`src/tbd_pkg.sv`:
```
// constants shared by the brake, output and burst logic
package tbd_pkg;
    // register byte offsets
    localparam logic [7:0] CTRL_ONE_OFS = 8'h00;
    localparam logic [7:0] CTRL_TWO_OFS = 8'h04;
    localparam logic [7:0] CHAN_EN_OFS = 8'h20;
    localparam logic [7:0] BRAKE_DT_OFS = 8'h44;
    localparam logic [7:0] DMA_CTRL_OFS = 8'h48;
    localparam logic [7:0] DATA_PORT_OFS = 8'h4C;
    // register file geometry
    localparam int REG_COUNT = 32;
    localparam int IDX_W = 5;
    // brake_deadtime_control fields
    localparam int DT_LSB = 0;
    localparam int DT_MSB = 7;
    localparam int LOCK_LSB = 8;
    localparam int LOCK_MSB = 9;
    localparam int IDLE_OFFSTATE_SELECT_BIT = 10;
    localparam int RUN_OFFSTATE_SELECT_BIT = 11;
    localparam int BRAKE_ENABLE_BIT = 12;
    localparam int BRAKE_POLARITY_BIT = 13;
    localparam int AUTO_OUTPUT_ENABLE_BIT = 14;
    localparam int MAIN_OUTPUT_ENABLE_BIT = 15;
    // dma_burst_control fields
    localparam int BASE_LSB = 0;
    localparam int BASE_MSB = 4;
    localparam int LEN_LSB = 8;
    localparam int LEN_MSB = 12;
    localparam logic [15:0] DMA_CTRL_MASK = 16'h1F1F;
    // channel enable register: enable, polarity, compl enable, compl pol
    localparam int CH_EN_OFS = 0;
    localparam int CH_POL_OFS = 1;
    localparam int CH_NEN_OFS = 2;
    localparam int CH_NPOL_OFS = 3;
    localparam int CH_STRIDE = 4;
    // control two: idle level of primary and complementary output
    localparam int IDLE_LSB = 8;
    localparam int IDLE_STRIDE = 2;
    localparam int CHANNELS = 4;
    // reset values
    localparam logic [15:0] BRAKE_DT_RST = 16'h0000;
    localparam logic [15:0] DMA_CTRL_RST = 16'h0000;
    localparam logic [1:0] LOCK_NONE = 2'h0;
    localparam logic [1:0] LOCK_TWO = 2'h2;
    // dead time window after an enable rises
    localparam int DEAD_NS = 48;
    localparam int CLK_NS = 8;
    localparam logic [7:0] DEAD_CYCLES = 8'((DEAD_NS + CLK_NS - 1) / CLK_NS);
endpackage

```
`src/tbd_chan_if.sv`:
```
// one channel's controls and pin drive between the core and its stage
`timescale 1ns/100ps
interface tbd_chan_if;
    logic mainOn;
    logic runOff;
    logic idleOff;
    logic enP;
    logic enN;
    logic polP;
    logic polN;
    logic idleP;
    logic idleN;
    logic refWave;
    logic outP;
    logic oeP;
    logic outN;
    logic oeN;
    modport ctl(output mainOn, runOff, idleOff, enP, enN, polP, polN,
        idleP, idleN, refWave, input outP, oeP, outN, oeN);
    modport stage(input mainOn, runOff, idleOff, enP, enN, polP, polN,
        idleP, idleN, refWave, output outP, oeP, outN, oeN);
endinterface

```
`src/tbd_chan_stage.sv`:
```
// complementary output stage of one channel with off-state handling
`timescale 1ns/100ps
module tbd_chan_stage (
    input wire logic ref_clk,
    input wire logic srst,
    tbd_chan_if.stage ch
);
    logic enPrev_reg;
    logic [7:0] dead_reg;
    logic inDead;
    logic outP_next;
    logic oeP_next;
    logic outN_next;
    logic oeN_next;

    // dead window starts when the channel goes from no enable set to at least one set
    always_ff @(posedge ref_clk) begin
        if (srst) begin
            enPrev_reg <= 1'b0;
            dead_reg <= 8'h00;
        end else begin
            enPrev_reg <= ch.enP | ch.enN;
            if ((ch.enP | ch.enN) & ~enPrev_reg) begin
                // the edge cycle itself is the first dead cycle
                dead_reg <= tbd_pkg::DEAD_CYCLES - 8'h01;
            end else if (dead_reg != 8'h00) begin
                dead_reg <= dead_reg - 8'h01;
            end
        end
    end

    // window opens at the rising enable, so no idle or live level leaks out
    assign inDead = (dead_reg != 8'h00) | ((ch.enP | ch.enN) & ~enPrev_reg);

    // pin drive by mode: run, idle with off-state, or released
    always_comb begin
        outP_next = 1'b0;
        oeP_next = 1'b0;
        outN_next = 1'b0;
        oeN_next = 1'b0;
        if (ch.mainOn) begin
            oeP_next = ch.enP | (ch.runOff & ch.enN);
            oeN_next = ch.enN | (ch.runOff & ch.enP);
            outP_next = (ch.enP & ~inDead) ? (ch.refWave ^ ch.polP) : ch.polP;
            outN_next = (ch.enN & ~inDead) ? (~ch.refWave ^ ch.polN)
                : ch.polN;
        end else if (ch.idleOff & (ch.enP | ch.enN)) begin
            oeP_next = 1'b1;
            oeN_next = 1'b1;
            outP_next = inDead ? ch.polP : ch.idleP;
            outN_next = inDead ? ch.polN : ch.idleN;
        end
    end

    // registered pin drive; released when main output is off, unless idle off-state is set on an enabled channel
    always_ff @(posedge ref_clk) begin
        if (srst) begin
            ch.outP <= 1'b0;
            ch.oeP <= 1'b0;
            ch.outN <= 1'b0;
            ch.oeN <= 1'b0;
        end else begin
            ch.outP <= outP_next;
            ch.oeP <= oeP_next;
            ch.outN <= outN_next;
            ch.oeN <= oeN_next;
        end
    end
endmodule // tbd_chan_stage

```
`src/tbd_brake_burst.sv`:
```
// brake, main output enable and burst data port of an advanced timer
// Behaviour
// - with main output off and idle off-state set, an enabled channel drives inactive during dead time, then idle; otherwise stays off.
// - with main output on and run off-state set, a newly enabled channel first drives polarity-adjusted inactive on both outputs; otherwise stays off.
// - the brake pin counts only while brake enable is set, active low at polarity 0 and active high at polarity 1.
// - a new brake polarity takes effect one clock after its write.
// - main output enable is set by software, and also at an update event when auto enable is set and no brake is active.
// - from one clock after main output enable goes to 0, every channel output is off, inactive during dead time, or at its idle level.
// - once main output enable has been 1 and run off-state clear for two clocks, a channel output is driven only where its enable bit was set one clock before.
// - an active brake clears main output enable at once, without a clock edge.
// - at lock level 1 or higher writes to brake enable, brake polarity and auto enable are ignored.
// - the five-bit base field picks the first register of a burst counted from control register one.
// - the five-bit length field gives a burst of length plus one transfers, one to eighteen; the code takes every five-bit value, up to 32 transfers.
// - each access to the data port is one step of a burst over the selected run of registers.
// - bursts work with 16-bit or 8-bit items and still cover the programmed number of registers.
// - the register of each step is control register one plus base plus index.
// - the byte address of each step is control register one plus four times the sum of base and index.
//
// Register access over Wishbone was left to the implementer.
`timescale 1ns/100ps
module tbd_brake_burst (
    input wire logic ref_clk,
    input wire logic srst,
    input wire logic wb_cyc_i,
    input wire logic wb_stb_i,
    input wire logic wb_we_i,
    input wire logic [7:0] wb_adr_i,
    input wire logic [31:0] wb_dat_i,
    input wire logic [3:0] wb_sel_i,
    output logic [31:0] wb_dat_o,
    output logic wb_ack_o,
    input wire logic brakeInput,
    input wire logic updateEvent,
    input wire logic [3:0] chanRef,
    output logic [3:0] channelPrimaryOutput,
    output logic [3:0] primaryOe,
    output logic [3:0] channelComplOutput,
    output logic [3:0] complOe,
    output logic mainOutputOn
);
    localparam logic [4:0] BRAKE_IDX = 5'(tbd_pkg::BRAKE_DT_OFS >> 2);
    localparam logic [4:0] DMA_IDX = 5'(tbd_pkg::DMA_CTRL_OFS >> 2);
    localparam logic [4:0] PORT_IDX = 5'(tbd_pkg::DATA_PORT_OFS >> 2);
    localparam logic [4:0] BASE_IDX = 5'(tbd_pkg::CTRL_ONE_OFS >> 2);
    localparam logic [4:0] CHEN_IDX = 5'(tbd_pkg::CHAN_EN_OFS >> 2);
    localparam logic [4:0] CTWO_IDX = 5'(tbd_pkg::CTRL_TWO_OFS >> 2);

    // plain timer register storage reached directly or through bursts
    logic [15:0] timerRegs [tbd_pkg::REG_COUNT];
    logic [7:0] deadTime_reg;
    logic [1:0] lock_reg;
    logic lockDone_reg;
    logic idleOff_reg;
    logic runOff_reg;
    logic brakeEn_reg;
    logic brakePol_reg;
    logic brakePolEff_reg;
    logic autoEn_reg;
    logic moe_reg;
    logic [15:0] dmaCtrl_reg;
    logic [4:0] burstIdx_reg;
    logic [4:0] burstIdx_next;
    logic ack_reg;
    logic [31:0] rdData_reg;
    logic take;
    logic isPort;
    logic outOfMap;
    logic [5:0] stepSum;
    logic [5:0] accIdx;
    logic accValid;
    logic [15:0] accRead;
    logic [15:0] wrMask;
    logic [15:0] wrData;
    logic [15:0] brakeRead;
    logic brakeActive;
    logic swWrite;
    logic brakeWrite;
    logic [4:0] baseField;
    logic [4:0] lenField;

    // bus request taken once, ack follows one cycle later
    assign take = wb_cyc_i & wb_stb_i & ~ack_reg;
    assign outOfMap = wb_adr_i[7];
    assign isPort = ~outOfMap & (wb_adr_i[6:2] == PORT_IDX);
    assign baseField = dmaCtrl_reg[tbd_pkg::BASE_MSB:tbd_pkg::BASE_LSB];
    assign lenField = dmaCtrl_reg[tbd_pkg::LEN_MSB:tbd_pkg::LEN_LSB];

    // burst step target: control one plus base plus index, in words
    assign stepSum = {1'b0, BASE_IDX} + {1'b0, baseField}
        + {1'b0, burstIdx_reg};
    assign accIdx = isPort ? stepSum : {1'b0, wb_adr_i[6:2]};
    assign accValid = ~outOfMap & ~accIdx[5]
        & ~(isPort & (accIdx[4:0] == PORT_IDX));

    // byte-lane mask so 8-bit and 16-bit items both land in place
    assign wrMask = {{8{wb_sel_i[1]}}, {8{wb_sel_i[0]}}};
    assign wrData = wb_dat_i[15:0];
    assign swWrite = take & wb_we_i & accValid;
    assign brakeWrite = swWrite & (accIdx[4:0] == BRAKE_IDX);

    // brake pin qualified by enable and the delayed polarity
    assign brakeActive = brakeEn_reg
        & (brakePolEff_reg ? brakeInput : ~brakeInput);

    // readback image of the brake and dead time register
    assign brakeRead = {moe_reg, autoEn_reg, brakePol_reg, brakeEn_reg,
        runOff_reg, idleOff_reg, lock_reg, deadTime_reg};

    // read mux over the word reached by this access
    always_comb begin
        accRead = 16'h0000;
        if (accValid) begin
            if (accIdx[4:0] == BRAKE_IDX) begin
                accRead = brakeRead;
            end else if (accIdx[4:0] == DMA_IDX) begin
                accRead = dmaCtrl_reg;
            end else begin
                accRead = timerRegs[accIdx[4:0]];
            end
        end
    end

    // burst index moves on each port access and wraps after the last
    always_comb begin
        burstIdx_next = burstIdx_reg;
        if (take & isPort) begin
            if (burstIdx_reg >= lenField) begin
                burstIdx_next = 5'h00;
            end else begin
                burstIdx_next = burstIdx_reg + 5'h01;
            end
        end
    end

    // wishbone answer: ack and read data registered
    always_ff @(posedge ref_clk) begin
        if (srst) begin
            ack_reg <= 1'b0;
            rdData_reg <= 32'h00000000;
        end else begin
            ack_reg <= take;
            if (take & ~wb_we_i) begin
                rdData_reg <= {16'h0000, accRead};
            end
        end
    end

    assign wb_ack_o = ack_reg;
    assign wb_dat_o = rdData_reg;

    // burst index state
    always_ff @(posedge ref_clk) begin
        if (srst) begin
            burstIdx_reg <= 5'h00;
        end else begin
            burstIdx_reg <= burstIdx_next;
        end
    end

    // plain timer registers written directly or by burst steps
    always_ff @(posedge ref_clk) begin
        if (srst) begin
            for (int i = 0; i < tbd_pkg::REG_COUNT; i++) begin
                timerRegs[i] <= 16'h0000;
            end
        end else if (swWrite & (accIdx[4:0] != BRAKE_IDX)
                & (accIdx[4:0] != DMA_IDX)) begin
            timerRegs[accIdx[4:0]] <= (timerRegs[accIdx[4:0]] & ~wrMask)
                | (wrData & wrMask);
        end
    end

    // burst control register
    always_ff @(posedge ref_clk) begin
        if (srst) begin
            dmaCtrl_reg <= tbd_pkg::DMA_CTRL_RST;
        end else if (swWrite & (accIdx[4:0] == DMA_IDX)) begin
            dmaCtrl_reg <= ((dmaCtrl_reg & ~wrMask) | (wrData & wrMask))
                & tbd_pkg::DMA_CTRL_MASK;
        end
    end

    // lock level: writable once after reset, then frozen
    always_ff @(posedge ref_clk) begin
        if (srst) begin
            lock_reg <= tbd_pkg::LOCK_NONE;
            lockDone_reg <= 1'b0;
        end else if (brakeWrite & wb_sel_i[1] & ~lockDone_reg) begin
            lock_reg <= wrData[tbd_pkg::LOCK_MSB:tbd_pkg::LOCK_LSB];
            lockDone_reg <= 1'b1;
        end
    end

    // dead time byte, frozen once any lock level is set
    always_ff @(posedge ref_clk) begin
        if (srst) begin
            deadTime_reg <= 8'h00;
        end else if (brakeWrite & wb_sel_i[0]
                & (lock_reg == tbd_pkg::LOCK_NONE)) begin
            deadTime_reg <= wrData[tbd_pkg::DT_MSB:tbd_pkg::DT_LSB];
        end
    end

    // brake enable, polarity and auto enable guarded by lock level one
    always_ff @(posedge ref_clk) begin
        if (srst) begin
            brakeEn_reg <= tbd_pkg::BRAKE_DT_RST[tbd_pkg::BRAKE_ENABLE_BIT];
            brakePol_reg <= tbd_pkg::BRAKE_DT_RST[tbd_pkg::BRAKE_POLARITY_BIT];
            autoEn_reg <= tbd_pkg::BRAKE_DT_RST[tbd_pkg::AUTO_OUTPUT_ENABLE_BIT];
        end else if (brakeWrite & wb_sel_i[1]
                & (lock_reg == tbd_pkg::LOCK_NONE)) begin
            brakeEn_reg <= wrData[tbd_pkg::BRAKE_ENABLE_BIT];
            brakePol_reg <= wrData[tbd_pkg::BRAKE_POLARITY_BIT];
            autoEn_reg <= wrData[tbd_pkg::AUTO_OUTPUT_ENABLE_BIT];
        end
    end

    // off-state selects guarded by lock level two
    always_ff @(posedge ref_clk) begin
        if (srst) begin
            idleOff_reg <= tbd_pkg::BRAKE_DT_RST[tbd_pkg::IDLE_OFFSTATE_SELECT_BIT];
            runOff_reg <= tbd_pkg::BRAKE_DT_RST[tbd_pkg::RUN_OFFSTATE_SELECT_BIT];
        end else if (brakeWrite & wb_sel_i[1]
                & (lock_reg < tbd_pkg::LOCK_TWO)) begin
            idleOff_reg <= wrData[tbd_pkg::IDLE_OFFSTATE_SELECT_BIT];
            runOff_reg <= wrData[tbd_pkg::RUN_OFFSTATE_SELECT_BIT];
        end
    end

    // polarity used by the brake path lags the written bit one clock
    always_ff @(posedge ref_clk) begin
        if (srst) begin
            brakePolEff_reg <= tbd_pkg::BRAKE_DT_RST[tbd_pkg::BRAKE_POLARITY_BIT];
        end else begin
            brakePolEff_reg <= brakePol_reg;
        end
    end

    // main output enable: brake clears it without waiting for the clock
    always_ff @(posedge ref_clk or posedge brakeActive) begin
        if (brakeActive) begin
            moe_reg <= 1'b0;
        end else if (srst) begin
            moe_reg <= tbd_pkg::BRAKE_DT_RST[tbd_pkg::MAIN_OUTPUT_ENABLE_BIT];
        end else if (brakeWrite & wb_sel_i[1]) begin
            moe_reg <= wrData[tbd_pkg::MAIN_OUTPUT_ENABLE_BIT];
        end else if (updateEvent & autoEn_reg) begin
            moe_reg <= 1'b1;
        end
    end

    assign mainOutputOn = moe_reg;

    // per-channel output stages
    for (genvar c = 0; c < tbd_pkg::CHANNELS; c++) begin : g_chan
        tbd_chan_if chIf ();

        assign chIf.mainOn = moe_reg & ~brakeActive;
        assign chIf.runOff = runOff_reg;
        assign chIf.idleOff = idleOff_reg;
        assign chIf.enP = timerRegs[CHEN_IDX][c * tbd_pkg::CH_STRIDE
            + tbd_pkg::CH_EN_OFS];
        assign chIf.enN = timerRegs[CHEN_IDX][c * tbd_pkg::CH_STRIDE
            + tbd_pkg::CH_NEN_OFS];
        assign chIf.polP = timerRegs[CHEN_IDX][c * tbd_pkg::CH_STRIDE
            + tbd_pkg::CH_POL_OFS];
        assign chIf.polN = timerRegs[CHEN_IDX][c * tbd_pkg::CH_STRIDE
            + tbd_pkg::CH_NPOL_OFS];
        assign chIf.idleP = timerRegs[CTWO_IDX][tbd_pkg::IDLE_LSB
            + c * tbd_pkg::IDLE_STRIDE];
        assign chIf.idleN = timerRegs[CTWO_IDX][tbd_pkg::IDLE_LSB
            + c * tbd_pkg::IDLE_STRIDE + 1];
        assign chIf.refWave = chanRef[c];

        tbd_chan_stage u_stage (
            .ref_clk(ref_clk),
            .srst(srst),
            .ch(chIf.stage)
        );

        assign channelPrimaryOutput[c] = chIf.outP;
        assign primaryOe[c] = chIf.oeP;
        assign channelComplOutput[c] = chIf.outN;
        assign complOe[c] = chIf.oeN;
    end
endmodule // tbd_brake_burst

```
`config.mk`:
```
export PLATFORM = sky130hd
export DESIGN_NAME = tbd_brake_burst
export DESIGN_NICKNAME = d
export VERILOG_FILES = /design/src/tbd_pkg.sv /design/src/tbd_chan_if.sv /design/src/tbd_chan_stage.sv /design/src/tbd_brake_burst.sv
export SDC_FILE = /design/constraint.sdc
export NUM_CORES = 1
export LEC_CHECK = 0
export ABC_AREA = 1
export BUFFER_PORTS_ARGS = -buffer_cell sky130_fd_sc_hd__buf_2
export CORE_MARGIN = 4
export CORE_UTILIZATION = 50
export DETAILED_ROUTE_END_ITERATION = 8
export HOLD_SLACK_MARGIN = 0.02
export PLACE_DENSITY = 0.7
export SETUP_SLACK_MARGIN = 0.3
export SLEW_MARGIN = 20
export SYNTH_ARGS = -nofsm -noshare
export SYNTH_HDL_FRONTEND = slang
export SYNTH_SLANG_ARGS = --single-unit
export TNS_END_PERCENT = 5
```
`constraint.sdc`:
```
create_clock -name ref_clk -period 0.8 [get_ports ref_clk]
set_input_delay 0.12 -clock ref_clk [delete_from_list [all_inputs] [get_ports ref_clk]]
set_output_delay 0.12 -clock ref_clk [all_outputs]
set_load 0.05 [all_outputs]
```
# [Word-level counts from Yosys, hierarchy flattened]
# Memory sizes are Yosys's and may differ from the RTL's.
# Cells that the tools add are included.
[op_classes] n_mux=69 bitwise_logic=97 magnitude_cmp=2 eq_ne=6 addsub=6 n_reduce_logical=15
[op_table] op="2-to-1 mux 16 bit" count=4
[op_table] op="2-to-1 mux 1 bit" count=54
[op_table] op="bitwise AND 1 bit" count=47
[op_table] op="bitwise AND 16 bit" count=2
[op_table] op="nonzero test 8 bit" count=4
[op_table] op="subtractor 8 x 1 -> 8 bit, second input constant" count=4
[op_table] op="2-to-1 mux 3 bit" count=8
[op_table] op="== test 5 bit, second input constant" count=4
[op_table] op="inverter 1 bit" count=20
[op_table] op="inverter 16 bit" count=1
[op_table] op="OR 1 bit" count=16
[op_table] op="OR 16 bit" count=1
[op_table] op="OR reduction 16 bit" count=1
[op_table] op="bitwise AND 13 bit" count=1
[op_table] op="OR 13 bit" count=1
[op_table] op="2-to-1 mux 5 bit" count=2
[op_table] op="inequality test 5 bit, second input constant" count=2
[op_table] op="nonzero test 2 bit" count=4
[op_table] op="OR reduction 2 bit" count=4
[op_table] op="XOR 1 bit" count=8
[op_table] op="adder 5 x 5 -> 6 bit" count=1
[op_table] op="2-to-1 mux 6 bit" count=1
[op_table] op="adder 5 x 1 -> 5 bit, second input constant" count=1
[op_table] op="greater-or-equal comparator 5 bit" count=1
[op_table] op="3 further kinds" count=3
[totals] out_inout_bits=50 regBits=102 mem_bits_rw=512 n_memories=1 input_bits=55
[memory_table] name="timerRegs" depth=32 word_bits=16 read_ports=3 rd_clocked_by_memory_dff=0 write_ports=32 line="tbd_brake_burst.sv:49" text="logic [15:0] timerRegs [tbd_pkg::REG_COUNT];"

# [Logic depth before layout (Yosys ltp)]
# Gate-level depths: netlist of run 1.
[logic_depth] ltp_word=15 depth_mapped=22 ltp_nobuf=20

# [Cells and area by module]
# Synthesis of run 1 repeated with hierarchy kept, for this count alone.
[hier_totals] cells_unflattened=3427 hier_area_um2=30131.4
[modules_own_cells] mod="tbd_brake_burst" area_per_inst_um2=27231.1 seq_area_each_um2=16380.7 n_inst=1 cells_per_inst=3048
[modules_own_cells] mod="tbd_chan_stage (g_chan[0].u_stage ...)" area_per_inst_um2=728.2 seq_area_each_um2=260.2 n_inst=3 cells_per_inst=95
[modules_own_cells] mod="tbd_chan_stage (g_chan[2].u_stage)" area_per_inst_um2=715.7 seq_area_each_um2=260.2 n_inst=1 cells_per_inst=94

# [Worst setup path before layout of run 1]
# No wires, ideal clock.
[synth_path] path_kind="register -> register" startpoint="register burstIdx_reg[0]" endpoint="memory timerRegs[26][0] (enable)" setup_ns=0.365 arrival_ns=3.021 slack_ns=-2.585 path_stages_with_launch=17 required_time_ns=0.435 synth_period_minus_slack_ns=3.385 n_path_buf=3 path_cell_list="dfxtp_1 > ha_1 > inv_1 > fa_1 > xnor2_1 > a21o_1 > nor3_2 > buf_2 > inv_2 > nor2_2 > nor2_4 > nand2_1 > nor2_1 > buf_2 > nand3_2 > clkbuf_1 > nand2_1"
[synth_rtl] item="start, declared" line="tbd_brake_burst.sv:61" text="logic [4:0] burstIdx_reg;"
[synth_rtl] item="start signal, assigned" line="tbd_brake_burst.sv:156" text="burstIdx_reg <= burstIdx_next;"
[synth_rtl] item="end, declared" line="tbd_brake_burst.sv:49"

==> impl_summary.log, run 1 <==
INFO  metric clkPwrFrac = 0.369
INFO  metric layout-area-overhead-vs-synth = 26.9%
INFO  metric clkSlewWorstSetupHoldPaths = 0.06 ns
INFO  metric met2_usage = 0.449
INFO  metric power.net_switching = 21.1 mW
INFO  metric grt_util_met1 = 0.389
INFO  metric cts_made_buffers = between 60 and 70
INFO  metric power.combinational.fraction = 0.169
INFO  metric tns = -2304.51 ns
INFO  metric hold-worst-slack = -0.622 ns
INFO  metric antenna_violating_nets_post_route = 0
INFO  metric crit_path_max_incr_delay = 0.43 ns
INFO  metric layout_common_cells = nand2_1, nor2_1, edfxtp_1
INFO  metric gpl.final_weighted_congestion = 0.932
INFO  metric die_area = approximately 63000 um^2
INFO  metric layout.nets = roughly 3800
INFO  metric worstSetupEndpointType = register
INFO  metric num_antenna_cells = 0
INFO  metric min_path_type = in -> async
INFO  metric async_reset_ff_frac = 0.00163
INFO  metric final_hold_viol_count = 27
INFO  metric worst_setup_path_endpoint = timerRegs[23][14]$_SDFFCE_PN0P_
INFO  metric path_common_cell = nand2_1
INFO  metric maxCapViolCount = 0
INFO  metric firstDrtPassIters = 7
INFO  metric data_required_time_of_the_worst_path = 1.18 ns
INFO  metric timing.critical_path.buf_inv = 6
INFO  metric drt_iter0_drc = 3413
INFO  metric clk_latency = 0.65 ns
INFO  metric cts_tree = done
INFO  metric yosysWarningCount = 0
INFO  metric timing_worst_setup_path_type = reg -> reg
INFO  metric via_count = 25000
INFO  metric synth-seq-area-share = 0.593
INFO  metric cpMaxStageDelayCell = fa_2
INFO  metric drcViolationCount = 0
INFO  metric routed_wirelength = approximately 94 mm
INFO  metric most_used_flip_flop_cell_after_synthesis = edfxtp_1
INFO  metric setup_violations = 1063
INFO  metric fin_area = 37200 um^2
INFO  metric regToRegSetupSlack = -2.49 ns
INFO  metric initial_antenna_violation_count = 0
INFO  metric clock_tree.root_cell = clkbuf_16
INFO  metric die_height = 250 um
INFO  metric crit_family = buffers and inverters
INFO  metric ff2ff_path_depth = 18
INFO  metric synth_cell_types = 40
INFO  metric design.core.area = 57900 um^2
INFO  metric worst-path-max-fanout = 12
INFO  metric clock.fmax = 304 MHz
INFO  metric final_util = 0.643
INFO  metric post_layout_nonfiller_instances = 4507
INFO  metric critical_path.reg2reg.startpoint = burstIdx_reg[0]$_SDFFE_PP0P_
INFO  metric post-place-ws = -2.57 ns
INFO  metric place_area = 34000 um^2
INFO  metric grt_max_degree = 60
INFO  metric pins_over_slew_limit = 0
INFO  metric cp.depth = 18
INFO  metric run_status = complete, but fails checks
INFO  metric total_i_o_pin_count = between 100 and 150
INFO  metric max-clock-path-buffers = 3
INFO  metric grt_pass1_vias = 23400
INFO  metric critical_path.reg2reg.endpoint = timerRegs[23][14]$_SDFFCE_PN0P_
INFO  metric drt-wirelength-per-cell = roughly 21 um
INFO  metric initial_utilization = 0.507
INFO  metric grt_busiest_layer = met2
INFO  metric rsz_0062_raised_after_global_routing = yes
INFO  metric groute.layer.met3.usage = 0.0604
INFO  metric max_slew_margin = 0.664
INFO  metric grt_use_total = 0.287
INFO  metric layout_worst_path_cycle_share = 4.11
INFO  metric p_sw_frac = 0.268
INFO  metric total_power = 78.8 mW
INFO  metric io_buffer_count = 68
INFO  metric drive_gt1_frac = 0.218
INFO  metric h-tree-depth = 2
INFO  metric crit_path_start_kind = register
INFO  metric period_minus_slack = between 3 and 4 ns
INFO  metric static-leakage-power = 16.0 nW
INFO  metric vdd.ir_drop.worst = 2.20 mV
INFO  metric timing_worst_slew_pin_value = 0.504 ns
INFO  metric fin_ws = -2.49 ns
INFO  metric timing.critical_path.arrival = 3.67 ns
INFO  metric startpoint = burstIdx_reg[0]$_SDFFE_PP0P_
INFO  metric post-place-cells = 4364
INFO  metric placementRows = 88
INFO  metric largest_register_ff_count = approximately 510
INFO  metric clock-sinks = 614
INFO  metric synth_cells = 3325
INFO  metric intPower = 57.7 mW
INFO  metric most_common_cell_after_layout_fill_and_taps_aside = nand2_1
INFO  metric synth.cell_area = 29400 um^2
INFO  metric grt_first_pass_wirelength = around 140 mm
INFO  metric vias_per_cell = 5.54
INFO  metric violations = negative hold slack, negative setup slack
INFO  metric global_route.overflow_total = 0
INFO  metric post_synth.cell_area_avg = 8.83 um^2
INFO  metric timing.clock.skew = 0.0225 ns
INFO  metric power_dens_cells = around 2100 nW/um^2
INFO  metric crit_path_cell_trace = ha_4, inv_2, fa_2, inv_2, o21ai_4, buf_12, nand2_8, clkinvlp_4, buf_8, nand2_1, nand2_1, o21ai_0, nand2_1, nor2_1, nand3_1, o21ai_4, buf_12, nor2_1
INFO  metric synth.ff_latch_count = 614
INFO  metric seqPwrFrac = 0.462
INFO  metric place_hpwl = ~60 mm
INFO  metric synth_edf_count = 512
INFO  metric dieWidth = 250 um
INFO  metric cts_hold_buffers = 6
==> cells by family (layout without fill, tap and decap cells) <==
group,after synthesis,in the layout,share of synthesized area
and+or+nand+nor,1666,1666,0.232
other,1,64,0.000128
adders and majority gates,16,16,0.00707
AOI/OAI and AO/OA,483,483,0.0835
DFF,614,614,0.593
buffers and inverters,530,884,0.0796
xor gates and xnor gates,15,15,0.00447
==> routing by layer <==
layer | vias up | share of wire | wire length [um]
met3 | 267 | 0.12 | 11500
met4 | 0 | 0.055 | 5180
met2 | 1471 | 0.45 | 42500
li1 | 11500 | - | -
met5 | - | 0 | 0
met1 | 11800 | 0.37 | 35300
==> area by class of cell <==
type / instances / area (um^2)
Clock buffer: 76 / 1600
Clock inverter: 36 / 388
Fill cell: 4555 / 20700
Inverter: 281 / 1070
Multi-Input combinational cell: 2244 / 10900
Sequential cell: 614 / 17400
Tap cell: 765 / 957
Timing Repair Buffer: 491 / 4890
==> how the worst min path moves through the flow <==
| stage | start | endpoint | slack, ns | depth (start not counted) |
|---|---|---|---|---|
| 2_1_floorplan | brakeInput | mainOutputOn$_DFFE_PP0P_ | -0.09 | 2 |
| 3_3_place_gp | brakeInput | mainOutputOn$_DFFE_PP0P_ | 0.03 | 3 |
| 3_5_place_dp | brakeInput | mainOutputOn$_DFFE_PP0P_ | 0.03 | 3 |
| 4_1_cts | brakeInput | mainOutputOn$_DFFE_PP0P_ | -0.64 | 3 |
| 5_1_grt | brakeInput | mainOutputOn$_DFFE_PP0P_ | -0.60 | 3 |
| 6_report | brakeInput | mainOutputOn$_DFFE_PP0P_ | -0.62 | 3 |
==> cells in the mapped netlist, drive strengths merged (2+ instances only) <==
cell	n	area share
xor2	9	0.0027
or2	62	0.013
nor2	599	0.077
dfxtp	101	0.069
or3	2	0.00043
a21oi	296	0.050
nand4	4	0.00085
o21ai	175	0.030
clkbuf	100	0.013
clkinv	4	0.00051
nand3	132	0.025
nand2	823	0.11
o21a	4	0.0010
o211ai	5	0.0013
edfxtp	512	0.52
xnor2	6	0.0018
ha	15	0.0064
inv	277	0.035
nand3b	23	0.0059
a211oi	2	0.00051
buf	149	0.031
nor3	21	0.0039
==> what timing repair did <==
action / 4_1_cts / 5_1_grt
gates cloned: 8 / 4
endpoints found under the setup margin: 1106 / 1106
pin swaps: 6 / 10
resized for setup: 96 / 108
buffers inserted: 10 / 3
endpoints found under the hold margin: 42 / 26
==> worst reg2reg max path: cells and delay by family, from the launching register on <==
kind,cells,cell delay (ns)
AOI/OAI and AO/OA,3,0.41
adders and majority gates,2,0.58
buffers and inverters,6,0.88
DFF,1,0.35
and+or+nand+nor,7,0.80
==> power groups by stage <==
stage	logic (mW)	registers (mW)	clock network (mW)
after floorplan	6.07	37.1	0
after global placement	11.7	37.0	0
after detailed placement	11.8	37.1	0
after CTS	12.6	36.4	29.3
after global routing	14.2	36.5	30.5
final	13.3	36.4	29.1
No activity file was read; power rests on OpenSTA's default activity.
==> inputs of run 2 (changes only) <==
--- a/config.mk
+++ b/config.mk
@@ -12,6 +12,7 @@
 export DETAILED_ROUTE_END_ITERATION = 8
 export HOLD_SLACK_MARGIN = 0.02
 export PLACE_DENSITY = 0.7
+export RECOVER_POWER = 50
 export SETUP_SLACK_MARGIN = 0.3
 export SLEW_MARGIN = 20
 export SYNTH_ARGS = -nofsm -noshare
==> impl_summary.log, run 2 (same netlist as run 1, synthesis figures left out) <==
INFO  metric drive_gt1_frac = 0.218 (about the same)
INFO  metric max_slew_margin = 0.588 (was 0.664)
INFO  metric hold-worst-slack = -0.621 ns (was -0.622 ns)
INFO  metric total_i_o_pin_count = 105 (unchanged)
INFO  metric drt_iter0_drc = 3411 (was 3413)
INFO  metric post-place-ws = -2.57 ns (unchanged)
INFO  metric clk_latency = 0.65 ns (about the same)
INFO  metric crit_path_cell_trace = ha_4, inv_2, fa_2, inv_2, o21ai_4, buf_12, nand2_8, clkinvlp_4, buf_8, nand2_1, nand2_1, o21ai_0, nand2_1, nor2_1, nand3_1, o21ai_4, buf_12, nor2_1 (unchanged)
INFO  metric post_layout_nonfiller_instances = 4507 (unchanged)
INFO  metric post-place-cells = 4364 (unchanged)
INFO  metric grt_pass1_vias = 23400 (unchanged)
INFO  metric final_hold_viol_count = 27 (unchanged)
INFO  metric power.combinational.fraction = 0.169 (about the same)
INFO  metric layout.nets = 3764 (unchanged)
INFO  metric initial_utilization = 0.507 (unchanged)
INFO  metric max-clock-path-buffers = 3 (unchanged)
INFO  metric io_buffer_count = 68 (unchanged)
INFO  metric most_common_cell_after_layout_fill_and_taps_aside = nand2_1 (unchanged)
INFO  metric static-leakage-power = 16.0 nW (about the same)
INFO  metric power.net_switching = 21.2 mW (was 21.1 mW)
INFO  metric worst-path-max-fanout = 12 (unchanged)
INFO  metric num_antenna_cells = 0 (unchanged)
INFO  metric layout_common_cells = nand2_1, nor2_1, edfxtp_1 (unchanged)
INFO  metric critical_path.reg2reg.startpoint = burstIdx_reg[0]$_SDFFE_PP0P_ (unchanged)
INFO  metric clkPwrFrac = 0.369 (about the same)
INFO  metric fin_ws = -2.49 ns (about the same)
INFO  metric clock_tree.root_cell = clkbuf_16 (unchanged)
INFO  metric p_sw_frac = 0.268 (about the same)
INFO  metric largest_register_ff_count = 512 (unchanged)
INFO  metric firstDrtPassIters = 6 (was 7)
INFO  metric violations = negative hold slack, negative setup slack (unchanged)
INFO  metric design.core.area = 57900 um^2 (unchanged)
INFO  metric clock-sinks = 614 (unchanged)
INFO  metric crit_path_start_kind = register (unchanged)
INFO  metric die_height = 250 um (unchanged)
INFO  metric timing.critical_path.arrival = 3.68 ns (was 3.67 ns)
INFO  metric timing_worst_setup_path_type = reg -> reg (unchanged)
INFO  metric pins_over_slew_limit = 0 (unchanged)
INFO  metric grt_max_degree = 60 (unchanged)
INFO  metric period_minus_slack = 3.29 ns (about the same)
INFO  metric gpl.final_weighted_congestion = 0.932 (unchanged)
INFO  metric drcViolationCount = 0 (unchanged)
INFO  metric fillCellCount = 4556 (was 4555)
INFO  metric routed_wirelength = 94.4 mm (about the same)
INFO  metric data_required_time_of_the_worst_path = 1.18 ns (about the same)
INFO  metric vdd.ir_drop.worst = 2.20 mV (about the same)
INFO  metric run_status = complete, but fails checks (unchanged)
INFO  metric clock.fmax = 304 MHz (about the same)
INFO  metric cts_hold_buffers = 6 (unchanged)
INFO  metric antenna_violating_nets_post_route = 0 (unchanged)
INFO  metric maxCapViolCount = 0 (unchanged)
INFO  metric cts_made_buffers = 61 (unchanged)
INFO  metric min_path_type = in -> async (unchanged)
INFO  metric power_dens_cells = 2120 nW/um^2 (about the same)
INFO  metric layout-area-overhead-vs-synth = 26.8% (was 26.9%)
INFO  metric setup_violations = 1105 (was 1063)
INFO  metric vias_per_cell = 5.54 (about the same)
INFO  metric place_hpwl = 60.4 mm (unchanged)
INFO  metric layout_worst_path_cycle_share = 4.12 (was 4.11)
INFO  metric cpMaxStageDelayCell = fa_2 (unchanged)
INFO  metric h-tree-depth = 2 (unchanged)
INFO  metric grt_first_pass_wirelength = 138 mm (unchanged)
INFO  metric timing_worst_slew_pin_value = 0.619 ns (was 0.504 ns)
INFO  metric worstSetupEndpointType = register (unchanged)
INFO  metric via_count = 25000 (about the same)
INFO  metric seqPwrFrac = 0.462 (about the same)
INFO  metric initial_antenna_violation_count = 0 (unchanged)
INFO  metric path_common_cell = nand2_1 (unchanged)
INFO  metric global_route.overflow_total = 0 (unchanged)
INFO  metric placementRows = 88 (unchanged)
INFO  metric crit_path_max_incr_delay = 0.43 ns (about the same)
INFO  metric cts_tree = done (unchanged)
INFO  metric drt-wirelength-per-cell = 21.0 um (about the same)
INFO  metric timing.clock.skew = 0.0232 ns (was 0.0225 ns)
INFO  metric rsz_0062_raised_after_global_routing = yes (unchanged)
INFO  metric die_area = 62700 um^2 (unchanged)
INFO  metric startpoint = burstIdx_reg[0]$_SDFFE_PP0P_ (unchanged)
INFO  metric grt_use_total = 0.287 (unchanged)
INFO  metric clkSlewWorstSetupHoldPaths = 0.06 ns (about the same)
INFO  metric dieWidth = 250 um (unchanged)
INFO  metric intPower = 57.7 mW (about the same)
## run 2: path summary, 6_finish.rpt
kind / cells past startpoint / to / slack (ns)
max in group asynchronous: 2 / mainOutputOn$_DFFE_PP0P_ / 0.52
min reg2reg: 1 / mainOutputOn$_DFFE_PP0P_ / 0.06
min in group ref_clk: 3 / mainOutputOn$_DFFE_PP0P_ / -0.20
max reg2reg: 18 / timerRegs[23][14]$_SDFFCE_PN0P_ / -2.49
max: 18 / timerRegs[23][14]$_SDFFCE_PN0P_ / -2.49
min: 3 / mainOutputOn$_DFFE_PP0P_ / -0.62
## run 2: metal layers
| layer | global-route usage | vias to the layer above | part of all wire |
|---|---|---|---|
| met5 | 0 | - | 0 |
| met2 | 0.449 | 1478 | 0.45 |
| met1 | 0.389 | 11800 | 0.37 |
| met4 | 0.132 | 0 | 0.054 |
| met3 | 0.0604 | 250 | 0.12 |
| li1 | - | 11500 | - |
## run 2: timing repair
action                     4_1_cts  5_1_grt
gates cloned                     8        4
buffers inserted                10        3
gates resized for setup         96      108
pin swaps                        6       10
hold endpoints to repair        42       26
setup endpoints to repair     1106     1106
## run 2: metrics by stage
stage,instance area [um^2],setup TNS (ns),utilization,total power [mW]
2_1_floorplan,30200,-2025.13,-,43.2
3_3_place_gp,34000,-2332.71,0.587,48.7
3_5_place_dp,34000,-2376.14,0.587,48.9
4_1_cts,36800,-2299.74,0.635,78.3
5_1_grt,37200,-2432.58,0.643,81.2
6_report,37200,-2313.68,0.643,78.8
## run 2: final cells by class
cell class                 count  area, um^2  share of cell area
sequential                   614       17400               0.468
multi-input combinational   2244       10900               0.293
timing repair buffer         491        4890               0.131
clock buffer                  76        1600              0.0431
inverter                     281        1070              0.0288
tap                          765         957              0.0257
clock inverter                36         388              0.0104
## run 2: power by group through the flow
stage	registers [mW]	clock network, mW	logic [mW]
global route	36.5	30.5	14.2
finish	36.4	29.1	13.3
detailed placement	37.1	0	11.8
floorplan	37.1	0	6.07
CTS	36.4	29.3	12.6
global placement	37.0	0	11.7
## run 2: critical path, delay by kind of cell, from the launching register on
| family | cells | cell delay [ns] |
|---|---|---|
| adder cells (fa/ha/maj) | 2 | 0.58 |
| buffers and inverters | 6 | 0.88 |
| AND/OR/NAND/NOR | 7 | 0.77 |
| AO/OA/AOI/OAI | 3 | 0.41 |
| flip-flops | 1 | 0.35 |
